File: config.mk
export PLATFORM = sky130hd
export DESIGN_NAME = lvb_ctrl
export DESIGN_NICKNAME = d
export VERILOG_FILES = /design/src/rtl/lvb_pkg.sv /design/src/rtl/lvb_ctrl.sv
export SDC_FILE = /design/constraint.sdc
export NUM_CORES = 1
export LEC_CHECK = 0
export BUFFER_PORTS_ARGS = -buffer_cell sky130_fd_sc_hd__buf_2
export CAP_MARGIN = 20
export CORE_UTILIZATION = 55
export DETAILED_ROUTE_END_ITERATION = 7
export HOLD_SLACK_MARGIN = 0.12
export PLACE_DENSITY = 0.93
export SYNTH_ARGS = -nofsm -noshare
export SYNTH_HDL_FRONTEND = slang
export SYNTH_SLANG_ARGS = --single-unit
File: constraint.sdc
create_clock -name clk -period 4.1 [get_ports clk]
set_input_delay 0 -clock clk [delete_from_list [all_inputs] [get_ports clk]]
set_output_delay 0 -clock clk [all_outputs]
set_load 0.05 [all_outputs]
File: src/rtl/lvb_pkg.sv
// package for the low-voltage buck control registers
// assumes an apb master on the same 10 MHz clock
package lvb_pkg;

  // register byte addresses
  localparam logic [7:0] ADDR_VOLT   = 8'h00;
  localparam logic [7:0] ADDR_MODE   = 8'h04;
  localparam logic [7:0] ADDR_CFG    = 8'h08;
  localparam logic [7:0] ADDR_IRQ    = 8'h0c;
  localparam logic [7:0] ADDR_STAT   = 8'h10;

  // field positions
  localparam int VOLT_LSB    = 0;
  localparam int RUNM_LSB    = 0;
  localparam int STBM_LSB    = 2;
  localparam int ILIM_LSB    = 0;
  localparam int PHASE_LSB   = 2;
  localparam int IND_LSB     = 5;
  localparam int IRQF_BIT    = 0;
  localparam int IRQM_BIT    = 1;

  // operating mode codes
  typedef enum logic [1:0] {
    LVB_OFF  = 2'b00,
    LVB_PWM  = 2'b01,
    LVB_PFM  = 2'b10,
    LVB_AUTO = 2'b11
  } lvb_mode_t;

  // reset values
  localparam logic [1:0] MODE_SEQ_RST   = 2'h3;
  localparam logic [1:0] MODE_NOSEQ_RST = 2'h0;
  localparam logic [2:0] PHASE_RST      = 3'h7;
  localparam logic [1:0] ILIM_RST       = 2'h0;
  localparam logic       MASK_RST       = 1'b1;

  // highest distinct voltage code; codes above share the maximum
  localparam logic [4:0] VOLT_MAX_CODE  = 5'h1b;

  // ramp down time before discharge, in microseconds
  localparam int RAMP_US       = 200;
  localparam int CLK_MHZ       = 10;
  localparam int RAMP_CYC      = RAMP_US * CLK_MHZ;
  // discharge hold time in microseconds
  localparam int DIS_US        = 100;
  localparam int DIS_CYC       = DIS_US * CLK_MHZ;

  typedef enum logic [1:0] {
    LVB_ST_RUN  = 2'b00,
    LVB_ST_RAMP = 2'b01,
    LVB_ST_DIS  = 2'b10
  } lvb_state_t;

endpackage

File: src/rtl/lvb_ctrl.sv
// control registers and sequencer of the low-voltage buck
// assumes apb master, otp defaults and strap stable around reset release
// How it works
// - one 5-bit code sets voltage, run and standby
// - new code: disable, discharge, re-enable
// - set point loads from otp at power up
// - codes above 27 clamp to 4.10 V
// - run mode resets autoskip if sequenced, else off
// - standby mode resets the same way
// - mode codes off, pwm, pfm, autoskip
// - mode change sets flag; pin if unmasked
// - run/standby swap keeps the voltage
// - 2-bit peak current limit select
// - 3-bit phase, resets to 0 degrees, writable
// - phase code 111 is 0 degrees
// - 2-bit otp inductor select, 11 reserved
// - discharge only after disable and ramp down
//
// The APB register port and the register addresses were left to the implementer.
`timescale 1ns/100ps
`default_nettype none

module lvb_ctrl
(
  input  wire logic        clk,
  input  wire logic        sys_rst,
  input  wire logic        psel,
  input  wire logic        penable,
  input  wire logic        pwrite,
  input  wire logic [7:0]  paddr,
  input  wire logic [31:0] pwdata,
  output logic      [31:0] prdata,
  output logic             pready,
  output logic             pslverr,
  input  wire logic [4:0]  stored_voltage_default,
  input  wire logic [1:0]  inductor_value_select,
  input  wire logic        in_power_up_seq,
  input  wire logic        standby_req,
  output logic      [4:0]  output_voltage_code,
  output logic      [1:0]  op_select_field,
  output logic             buck_enable,
  output logic             discharge_on,
  output logic      [1:0]  peak_limit_select,
  output logic      [2:0]  switch_phase_select,
  output logic      [1:0]  inductor_sel_out,
  output logic             irq_out_n
);

  logic [4:0]  volt_q;
  logic [1:0]  active_state_op_select;
  logic [1:0]  standby_state_op_select;
  logic [1:0]  ilim_q;
  logic [2:0]  phase_q;
  logic [1:0]  ind_q;
  logic        op_change_irq;
  logic        mask_q;
  logic        init_q;
  logic        stby_q;
  logic [1:0]  mode_q;
  logic [1:0]  mode_d;
  logic [15:0] cnt_q;
  logic        volt_wr;
  logic        wr;
  logic        rd;
  logic        setup;
  logic        mapped;
  logic        wr_volt;
  logic        wr_mode;
  logic        wr_cfg;
  logic        wr_irq;
  logic [31:0] rdata_d;
  lvb_pkg::lvb_state_t st_q;

  // writes land in the access cycle, which is also the pready cycle
  assign wr = psel && penable && pwrite;
  // read data is fetched at setup so that it stands with pready
  assign setup = psel && !penable;
  assign rd = setup && !pwrite;
  assign mapped = (paddr == lvb_pkg::ADDR_VOLT) ||
                  (paddr == lvb_pkg::ADDR_MODE) ||
                  (paddr == lvb_pkg::ADDR_CFG)  ||
                  (paddr == lvb_pkg::ADDR_IRQ)  ||
                  (paddr == lvb_pkg::ADDR_STAT);
  // one strobe per register keeps the decode in a single place
  assign wr_volt = wr && (paddr == lvb_pkg::ADDR_VOLT);
  assign wr_mode = wr && (paddr == lvb_pkg::ADDR_MODE);
  assign wr_cfg  = wr && (paddr == lvb_pkg::ADDR_CFG);
  assign wr_irq  = wr && (paddr == lvb_pkg::ADDR_IRQ);
  // only a real change restarts the output; the same code is silent
  assign volt_wr = wr_volt &&
                   (pwdata[lvb_pkg::VOLT_LSB +: 5] != volt_q);

  // one-shot load of straps and otp after reset release
  always_ff @(posedge clk or posedge sys_rst)
  begin
    if (sys_rst)
      init_q <= 1'b0;
    else
      init_q <= 1'b1;
  end

  // set point register
  always_ff @(posedge clk or posedge sys_rst)
  begin
    if (sys_rst)
      volt_q <= 5'h00;
    else if (!init_q)
      volt_q <= stored_voltage_default;
    else if (wr_volt)
      volt_q <= pwdata[lvb_pkg::VOLT_LSB +: 5];
  end

  // mode fields
  always_ff @(posedge clk or posedge sys_rst)
  begin
    if (sys_rst)
    begin
      active_state_op_select  <= lvb_pkg::MODE_NOSEQ_RST;
      standby_state_op_select <= lvb_pkg::MODE_NOSEQ_RST;
    end
    else if (!init_q)
    begin
      active_state_op_select  <= in_power_up_seq ?
        lvb_pkg::MODE_SEQ_RST : lvb_pkg::MODE_NOSEQ_RST;
      standby_state_op_select <= in_power_up_seq ?
        lvb_pkg::MODE_SEQ_RST : lvb_pkg::MODE_NOSEQ_RST;
    end
    else if (wr_mode)
    begin
      active_state_op_select  <= pwdata[lvb_pkg::RUNM_LSB +: 2];
      standby_state_op_select <= pwdata[lvb_pkg::STBM_LSB +: 2];
    end
  end

  // limit, phase and inductor config
  always_ff @(posedge clk or posedge sys_rst)
  begin
    if (sys_rst)
    begin
      ilim_q  <= lvb_pkg::ILIM_RST;
      phase_q <= lvb_pkg::PHASE_RST;
      ind_q   <= 2'h0;
    end
    else if (!init_q)
      ind_q <= inductor_value_select;
    else if (wr_cfg)
    begin
      ilim_q  <= pwdata[lvb_pkg::ILIM_LSB +: 2];
      phase_q <= pwdata[lvb_pkg::PHASE_LSB +: 3];
    end
  end

  // standby state follows its request
  // one register stage; the request is a synchronous level
  always_ff @(posedge clk or posedge sys_rst)
  begin
    if (sys_rst)
      stby_q <= 1'b0;
    else
      stby_q <= standby_req;
  end

  // mode selected by state, voltage untouched
  always_comb
  begin
    mode_d = stby_q ? standby_state_op_select : active_state_op_select;
    if (st_q != lvb_pkg::LVB_ST_RUN || !init_q)
      mode_d = lvb_pkg::LVB_OFF;
  end

  always_ff @(posedge clk or posedge sys_rst)
  begin
    if (sys_rst)
      mode_q <= 2'h0;
    else
      mode_q <= mode_d;
  end

  // voltage change sequencer
  // a new code is never applied to a live output: the stage is turned
  // off, allowed to ramp down, discharged and only then restarted.
  // counts are fixed for the worst ramp, trading speed for safety.
  always_ff @(posedge clk or posedge sys_rst)
  begin
    if (sys_rst)
    begin
      st_q  <= lvb_pkg::LVB_ST_RUN;
      cnt_q <= 16'h0000;
    end
    else
    begin
      unique case (st_q)
        lvb_pkg::LVB_ST_RUN:
          if (volt_wr && mode_q != lvb_pkg::LVB_OFF)
          begin
            st_q  <= lvb_pkg::LVB_ST_RAMP;
            cnt_q <= 16'(lvb_pkg::RAMP_CYC - 1);
          end
        lvb_pkg::LVB_ST_RAMP:
          if (cnt_q == 16'h0000)
          begin
            st_q  <= lvb_pkg::LVB_ST_DIS;
            cnt_q <= 16'(lvb_pkg::DIS_CYC - 1);
          end
          else
            cnt_q <= cnt_q - 16'h0001;
        lvb_pkg::LVB_ST_DIS:
          if (cnt_q == 16'h0000)
            st_q <= lvb_pkg::LVB_ST_RUN;
          else
            cnt_q <= cnt_q - 16'h0001;
        default:
          st_q <= lvb_pkg::LVB_ST_RUN;
      endcase
    end
  end

  // interrupt flag and mask
  always_ff @(posedge clk or posedge sys_rst)
  begin
    if (sys_rst)
    begin
      op_change_irq <= 1'b0;
      mask_q        <= lvb_pkg::MASK_RST;
    end
    else
    begin
      if (wr_irq)
        mask_q <= pwdata[lvb_pkg::IRQM_BIT];
      // set wins over write-one clear
      // so a change in the clear cycle is never lost
      if (init_q && mode_d != mode_q)
        op_change_irq <= 1'b1;
      else if (wr_irq && pwdata[lvb_pkg::IRQF_BIT])
        op_change_irq <= 1'b0;
    end
  end

  // set point and mode to the power stage
  always_ff @(posedge clk or posedge sys_rst)
  begin
    if (sys_rst)
    begin
      output_voltage_code <= 5'h00;
      op_select_field     <= 2'h0;
      buck_enable         <= 1'b0;
    end
    else
    begin
      // codes above the top one all mean the maximum
      output_voltage_code <= (volt_q > lvb_pkg::VOLT_MAX_CODE) ?
        lvb_pkg::VOLT_MAX_CODE : volt_q;
      op_select_field     <= mode_d;
      buck_enable         <= mode_d != lvb_pkg::LVB_OFF;
    end
  end

  // discharge only in its own state
  always_ff @(posedge clk or posedge sys_rst)
  begin
    if (sys_rst)
      discharge_on <= 1'b0;
    else
      discharge_on <= st_q == lvb_pkg::LVB_ST_DIS;
  end

  always_ff @(posedge clk or posedge sys_rst)
  begin
    if (sys_rst)
    begin
      peak_limit_select   <= lvb_pkg::ILIM_RST;
      switch_phase_select <= lvb_pkg::PHASE_RST;
      inductor_sel_out    <= 2'h0;
    end
    else
    begin
      peak_limit_select   <= ilim_q;
      // code passed straight on; 111 is the zero-degree setting
      switch_phase_select <= phase_q;
      inductor_sel_out    <= ind_q;
    end
  end

  always_ff @(posedge clk or posedge sys_rst)
  begin
    if (sys_rst)
      irq_out_n <= 1'b1;
    else
      irq_out_n <= !(op_change_irq && !mask_q);
  end

  // read mux; unmapped offsets read zero
  always_comb
  begin
    rdata_d = 32'h00000000;
    unique case (paddr)
      lvb_pkg::ADDR_VOLT: rdata_d = {27'h0, volt_q};
      lvb_pkg::ADDR_MODE:
        rdata_d = {28'h0, standby_state_op_select,
                   active_state_op_select};
      lvb_pkg::ADDR_CFG:  rdata_d = {25'h0, ind_q, phase_q, ilim_q};
      lvb_pkg::ADDR_IRQ:  rdata_d = {30'h0, mask_q, op_change_irq};
      lvb_pkg::ADDR_STAT:
        rdata_d = {27'h0, stby_q, st_q, mode_q[1], mode_q[0]};
      default:            rdata_d = 32'h00000000;
    endcase
  end

  // apb slave, zero wait states
  always_ff @(posedge clk or posedge sys_rst)
  begin
    if (sys_rst)
    begin
      prdata  <= 32'h00000000;
      pready  <= 1'b0;
      pslverr <= 1'b0;
    end
    else
    begin
      // answer always follows setup by one edge: no wait states
      pready  <= setup;
      pslverr <= setup && !mapped;
      // outside a read the bus shows zero, not stale data
      prdata  <= rd ? rdata_d : 32'h00000000;
    end
  end

endmodule

`default_nettype wire

# [Word level (Yosys, flattened, before mapping)]
# Cells that the tools add are included.
[totals] ff_bits=89 out_inout_bits=51 word_cells=97
[op_classes] addsub=1 order_cmp=1 eq_ne=14 n_mux=22 reduce_logical=36
[op_table] op="16-bit 2-to-1 mux" count=3
[op_table] op="16-bit case mux with 3 select lines" count=1
[op_table] op="7-bit case mux with 5 select lines" count=1
[op_table] op="32-bit 2-to-1 mux" count=1
[op_table] op="2-bit 2-to-1 mux" count=10
[op_table] op="8-bit by 4-bit equality test with 1-bit output, second input constant" count=2
[op_table] op="16-bit logical NOT" count=1
[op_table] op="16-bit by 1-bit subtractor with 16-bit output, second input constant" count=1
[op_table] op="5-bit 2-to-1 mux" count=3
[op_table] op="1-bit logical AND" count=14
[op_table] op="8-bit by 3-bit equality test with 1-bit output, second input constant" count=1
[op_table] op="8-bit by 5-bit equality test with 1-bit output, second input constant" count=1
[op_table] op="8-bit logical NOT" count=1
[op_table] op="2-bit inequality test, second input constant" count=4
[op_table] op="2-bit nonzero test" count=4
[op_table] op="1-bit logical NOT" count=6
[op_table] op="2-bit case mux with 3 select lines" count=1
[op_table] op="3-bit AND reduction" count=2
[op_table] op="5-bit > comparator, second input constant" count=1
[op_table] op="1-bit logical OR" count=5
[op_table] op="5-bit inequality test" count=1
[op_table] op="2-bit by 1-bit inequality test with 1-bit output, second input constant" count=2
[op_table] op="3-bit nonzero test" count=1
[op_table] op="2-bit by 1-bit equality test with 1-bit output, second input constant" count=1
[op_table] op="other kinds (5)" count=6

# [Depth between registers and ports, before layout]
# Gate-level depths: netlist of the first run.
[depth] depth_word=7 depth_mapped=10 mapped_depth_nobuf=8

# [Worst setup path before layout of the first run]
# No wires, ideal clock.
[synth_timing] path_kind="reg2reg" start="register cnt_q[0]" end="register cnt_q[10]" setup_time_ns=0.121 arrival_ns=1.869 t_required_ns=3.979 slack_ns=2.109 stages_incl_launch_ff=11 n_path_buf=2 synth_period_minus_slack_ns=1.991 cell_sequence="dfrtp_1 > inv_1 > ha_1 > nor4b_1 > and4_1 > buf_2 > a21oi_1 > o211a_4 > buf_4 > o21ai_0 > a22o_2"
[synth_between] elab_chain_len=3
[synth_rtl] item="from (decl)" line_no="lvb_ctrl.sv:61" text="logic [15:0] cnt_q;"
[synth_rtl] item="from (signal assigned)" line_no="lvb_ctrl.sv:197" text="cnt_q <= 16'(lvb_pkg::RAMP_CYC - 1);"
[synth_rtl] item="from (signal assigned)" line_no="lvb_ctrl.sv:203" text="cnt_q <= 16'(lvb_pkg::DIS_CYC - 1);"
[synth_rtl] item="from (signal assigned)" line_no="lvb_ctrl.sv:206" text="cnt_q <= cnt_q - 16'h0001;"
[synth_rtl] item="16-bit by 1-bit subtractor with 16-bit output / 16-bit logical NOT (equally long branches)"
[synth_rtl] item="16-bit 2-to-1 mux (tied with other cells)" line_no="lvb_ctrl.sv:208" text="if (cnt_q == 16'h0000)"
[synth_rtl] item="16-bit case mux with 3 select lines / 3-bit AND reduction (equally long branches)"
# Several ways; a longest one is shown, not always the timed one. The select of a mux whose other input is x is not followed.
# A chain may end at the register's enable or synchronous reset.

# [Worst setup path after layout of the first run]
[layout_timing] start="register cnt_q[0]" end="register cnt_q[11]"
# Same word-level chain as after synthesis.

==> results of run 1 <==
-- cells by family after synthesis --
logic type | count (synthesis) | share of synthesized area, %
flip-flops | 64 | 48.6
AO/OA/AOI/OAI | 76 | 15.0
AND/OR/NAND/NOR | 95 | 16.4
multiplexers | 22 | 7.18
buffers and inverters | 44 | 8.12
other | 2 | 0.227
adder cells (fa/ha/maj) | 7 | 2.64
XOR/XNOR | 7 | 1.85
-- sequential cells by signal, indices dropped and copies added, names as in the netlist, 3 cells and up --
| register | flops |
|---|---|
| volt_q | 5 |
| phase_q | 3 |
| output_voltage_code | 5 |
| prdata | 7 |
| cnt_q | 16 |
| switch_phase_select | 3 |
-- worst paths after layout --
check	from	endpoint	slack, ns	cells past startpoint
worst max register to register	cnt_q[0]	cnt_q[11]	1.57	8
min in group asynchronous	sys_rst	inductor_sel_out[0]	0.42	4
worst max-delay path	cnt_q[0]	cnt_q[11]	1.57	8
worst min register to register	phase_q[2]	switch_phase_select[2]	0.39	0
max in group asynchronous	sys_rst	st_q[0]	3.12	4
worst min-delay path	paddr[4]	prdata[5]	0.20	3
-- power by group through the flow --
| stage | Clock, mW | Sequential [mW] | Combinational, mW |
|---|---|---|---|
| global route | 0.650 | 0.853 | 0.781 |
| CTS | 0.622 | 0.837 | 0.701 |
| global placement | 0 | 0.835 | 0.636 |
| finish | 0.624 | 0.846 | 0.728 |
| floorplan | 0 | 0.855 | 0.532 |
| detailed placement | 0 | 0.847 | 0.673 |
-- synthesized netlist by cell type (4+ instances only) --
| master | instances | area (um2) |
|---|---|---|
| a21oi_1 | 27 | 135 |
| inv_1 | 7 | 26.3 |
| xnor2_1 | 7 | 61.3 |
| dfrtp_1 | 56 | 1400 |
| mux2i_1 | 8 | 80.1 |
| clkbuf_1 | 6 | 22.5 |
| and3_1 | 6 | 37.5 |
| o21ai_0 | 15 | 75.1 |
| buf_4 | 26 | 195 |
| a21o_1 | 5 | 37.5 |
| nor3_1 | 8 | 40.0 |
| mux2_2 | 14 | 158 |
| buf_2 | 4 | 20.0 |
| nand3_1 | 4 | 20.0 |
| nand2_1 | 21 | 78.8 |
| dfstp_2 | 8 | 210 |
| nor2_1 | 29 | 109 |
| nand2b_1 | 6 | 37.5 |
| ha_1 | 7 | 87.6 |
| a22o_1 | 5 | 43.8 |
| a31oi_1 | 5 | 31.3 |
-- per-stage QoR --
step | setup WS [ns] | cells | hold slack [ns] | utilization [%] | power [mW]
floorplan | 2.11 | 341 | 0.0314 | - | 1.39
global placement | 1.85 | 429 | 0.116 | 62.4 | 1.47
detailed placement | 1.69 | 429 | 0.112 | 62.4 | 1.52
CTS | 1.66 | 473 | 0.132 | 71.3 | 2.16
global route | 1.50 | 473 | 0.211 | 71.3 | 2.28
finish | 1.57 | 473 | 0.200 | 71.3 | 2.20
-- layout by cell type (no fill, tap or decap), drive strengths merged, types with 2 or more instances in the layout --
cell type    count
nand2b           6
buf             53
and2             2
inv              9
clkinv           2
a21o             5
nor4b            2
nand2           22
a222oi           2
conb            26
a21boi           3
a31oi            5
ha               7
mux2            14
and3             6
or3              2
dfrtp           56
nor2            29
dlygate4sd3     28
nand3            4
a31o             2
nand4            3
xnor2            7
a32o             3
nor4             4
a21oi           27
a22oi            3
o21ai           17
clkbuf           9
bufinv           2
nor2b            2
a22o             6
nor3             8
mux2i            8
dfstp            8
-- worst max-delay path, stage by stage (launching register included) --
cell and delay, ns:
dfrtp_1 0.41, inv_1 0.11, ha_1 0.17, nor4b_1 0.37, nand4_1 0.19, a21oi_1 0.46, and2b_1 0.26, and2_4 0.19
a32o_1 0.26
-- per-layer routing --
metal	routed length, um	vias to the layer above
met5	0	-
li1	-	1229
met3	908	40
met2	4630	247
met4	455	0
met1	3370	1428
-- cell type report --
class                           instances  area, um2
Timing Repair Buffer                   81        548
Fill cell                             345       1620
Clock inverter                          7        103
Multi-Input combinational cell        233       1520
Sequential cell                        64       1610
Inverter                                7       26.3
Tap cell                               72       90.1
Clock buffer                            9        124
==> results.json, run 1 <==
{
  "clock_sink_count": 64,
  "hold_path_class": "in2reg",
  "startpoint_type": "register",
  "design_area_mm2": 0.00403,
  "antenna_found_initial": 0,
  "portBuffers": 52,
  "postPlaceCellArea_mm2": 0.00352,
  "cts_hold_buf": 28,
  "critPathCaptureType": "register",
  "area_delta_synth_final_pct": 21.5,
  "synth_cell_type_count": 51,
  "peakVddDrop_mv": 0.247,
  "synth_seq_cells": 64,
  "critical_path_required_ns": 4.34,
  "die_w_um": 79.6,
  "rows": 27,
  "gr-usage-all-layers_pct": 30.9,
  "use_met3_pct": 6.17,
  "synthArstFlopShare_pct": 100,
  "grt_busiest_layer": "met2",
  "netlist_area_mm2": 0.00331,
  "core_mm2": 0.00564,
  "grt_max_degree": 65,
  "start_util_pct": 58.7,
  "ant_nets": 0,
  "yosysSeqAreaShare_pct": 48.6,
  "finalHoldViolCount": 0,
  "die_h_um": 79.6,
  "max_freq_mhz": 395,
  "cts_root_buffer": "clkbuf_8",
  "first_global_vias": 2816,
  "drt-initial-drc-count": 337,
  "post_cts_buffers": 0,
  "synth_ff_type": "dfrtp_1",
  "pwr-share-seq_pct": 38.5,
  "crit_type": "reg2reg",
  "fin_worst_skew_ns": 0.0186,
  "dp_hpwl_mm": 5.13,
  "num_vias": 2944,
  "die_area_mm2": 0.00634,
  "slew_headroom_pct": 46.2,
  "numCtsBuffers": 9,
  "synth_edf_count": 0,
  "routed_wire_length_per_instance_um": 19.8,
  "finalSetupTns_ns": 0,
  "p_clk_share_pct": 28.4,
  "worst_slew_pin_slew_ns": 0.807,
  "drive_gt1_share_pct": 26.2,
  "nets": 457,
  "drc": 0,
  "avgSynthCellArea_um2": 10.5,
  "worstPathMaxFanout": 5,
  "cts_repair_resize_count": 0,
  "p_leak_nw": 1.93,
  "drt-total-wl_mm": 9.36,
  "clockBufferDepth": 2,
  "dr.pass1.iters": 5,
  "maxSlewViolCount": 0,
  "ys_warn_count": 0,
  "io-pin-count": 105,
  "cts.htree.levels": 3,
  "syn_inst": 317,
  "cap_violations": 0,
  "switchingPower_mw": 0.872,
  "setup_viol": 0,
  "tritoncts": "yes",
  "grt_pass1_wl_mm": 14.4,
  "internal_power_mw": 1.33,
  "switching_share_pct": 39.6,
  "routed_via_density": 6.22,
  "fin_crit_sh_pct": 61.8,
  "place.gp.congestion": 0.867,
  "clock_latency_ns": 0.37,
  "grtUsageMet2_pct": 51.1,
  "grt_overflow_total": 0,
  "outcome": "complete, no violations",
  "power_density_mw_per_mm2": 546,
  "finalWorstPathRequiredPeriod_ns": 2.53,
  "grtUsageMet1_pct": 36.3,
  "clk_pin_slew_ns": 0.09,
  "rsz0062_at_grt": "false",
  "combPwrFrac_pct": 33.1,
  "arrival_ns": 2.77,
  "diodes": 0
}
Note: power is estimated with default switching activity, not from simulation.
==> run 2: changes to the inputs <==
Settings changed: CORE_UTILIZATION 55 to 51, PLACE_DENSITY 0.93 to 0.88.
Clock period 4.1 ns to 2.5 ns, I/O delays scaled along.
==> results.json, run 2 (synthesis gave the netlist of run 1 again) <==
{
  "outcome": "complete, no violations",
  "ant_nets": 0,
  "maxUsedRoutingLayer": "met4",
  "antenna_found_initial": 0,
  "layout_common_cells": "dfrtp_1 (56), buf_2 (52), nor2_1 (29), dlygate4sd3_1 (29), a21oi_1 (27)",
  "gr-usage-all-layers_pct": 25.7,
  "cts.htree.levels": 3,
  "cap_violations": 0,
  "maxSlewViolCount": 0,
  "worstPathMaxFanout": 27,
  "cts_root_buffer": "clkbuf_8",
  "wl_met3_um": 582,
  "fin_crit_sh_pct": 94.2,
  "clock_latency_ns": 0.35,
  "core_mm2": 0.00631,
  "wl_met1_mm": 3.30,
  "slew_headroom_pct": 59.0,
  "die_h_um": 82.6,
  "numCtsBuffers": 9,
  "dp_slack_ns": 0.202,
  "final_common_cell": "dfrtp_1",
  "num_vias": 2825,
  "die_w_um": 82.6,
  "tritoncts": "yes",
  "grt_max_degree": 32,
  "setup_viol": 0,
  "finalHoldViolCount": 0,
  "finalWorstSetupSlack_ns": 0.144,
  "diodes": 0,
  "clockBufferDepth": 2,
  "hold_path_class": "in2async",
  "crit_type": "reg2reg",
  "total_power_mw": 3.61,
  "drt-total-wl_mm": 8.47,
  "rows": 29,
  "finalWorstPathRequiredPeriod_ns": 2.36,
  "place.gp.congestion": 0.844,
  "start_util_pct": 52.5,
  "clock_sink_count": 64,
  "grt_pass1_wl_mm": 12.5,
  "portBuffers": 52,
  "routed_via_density": 5.85,
  "largest_registers": "cnt_q (16), prdata (7)",
  "routed_wire_length_per_instance_um": 17.5,
  "clk_pin_slew_ns": 0.09,
  "grt_overflow_total": 0,
  "first_global_vias": 2612,
  "worst_slew_pin_slew_ns": 0.613,
  "p_leak_nw": 1.96,
  "top_register": "cnt_q",
  "drc": 0,
  "critical_path_required_ns": 2.73,
  "arrival_ns": 2.59,
  "peakVddDrop_mv": 0.515,
  "startpoint_type": "register",
  "power_density_mw_per_mm2": 886,
  "dp_hpwl_mm": 5.04,
  "critPathCaptureType": "register",
  "io-pin-count": 105,
  "dr.pass1.iters": 7,
  "drt-initial-drc-count": 356,
  "drive_gt1_share_pct": 27.1,
  "max_freq_mhz": 425,
  "largest_reg_flops": 16,
  "nets": 462,
  "area_delta_synth_final_pct": 23.1,
  "die_area_mm2": 0.00682,
  "fin_worst_skew_ns": 0.0127,
  "wl_met2_mm": 4.14,
  "post_cts_buffers": 0
}
-- run 2: layer usage --
layer  up-vias  global-route usage [%]
li1       1239                       -
met1      1378                    30.8
met2       163                    41.2
met3        45                    4.95
met4         0                    18.6
met5         -                       0
-- run 2: layout make-up --
cell class                      count  area, um2
Clock buffer                        9        124
Sequential cell                    64       1610
Tap cell                           77       96.3
Timing Repair Buffer               86        588
Clock inverter                      7        104
Fill cell                         457       2230
Multi-Input combinational cell    233       1530
Inverter                            7       26.3
-- run 2: final timing paths --
kind	from	end	slack, ns	depth (start not counted)
setup / recovery	cnt_q[0]	cnt_q[3]	0.14	8
hold / removal	sys_rst	prdata[5]	0.13	3
setup reg to reg	cnt_q[0]	cnt_q[3]	0.14	8
hold reg to reg	phase_q[2]	switch_phase_select[2]	0.39	0
max in group asynchronous	sys_rst	phase_q[2]	1.61	4
min in group clk	in_power_up_seq	standby_state_op_select[1]	0.14	4
-- run 2: through the flow --
stage / cells / utilization (%) / cell area, um2 / hold WS [ns] / setup TNS (ns)
floorplan: 341 / - / 3400 / 0.0314 / 0
global placement: 438 / 56.3 / 3550 / -0.0409 / 0
detailed placement: 438 / 56.3 / 3550 / -0.0315 / 0
CTS: 483 / 64.5 / 4070 / 0.121 / 0
global route: 483 / 64.6 / 4080 / 0.176 / -0.00529
finish: 483 / 64.6 / 4080 / 0.132 / 0
-- run 2: critical path, stage by stage (launching register included) --
cell and delay (ns):
dfrtp_1 0.38, inv_1 0.09, ha_1 0.23, nor4b_2 0.17, and4_1 0.30, a21oi_1 0.24, o211a_4 0.37, o21ai_0 0.18
a22o_1 0.27
-- run 2: timing repair --
item                                   4_1_cts  5_1_grt
hold buffers                                29        0
setup endpoints to repair                    0        5
endpoints found under the hold margin       87        0
gates resized for setup                      0        1
-- run 2: where the power goes --
part / switching (mW) / leakage, nW / internal (mW)
Clock: 0.451 / 0.114 / 0.573
Combinational: 0.758 / 1.07 / 0.456
Sequential: 0.198 / 0.776 / 1.18
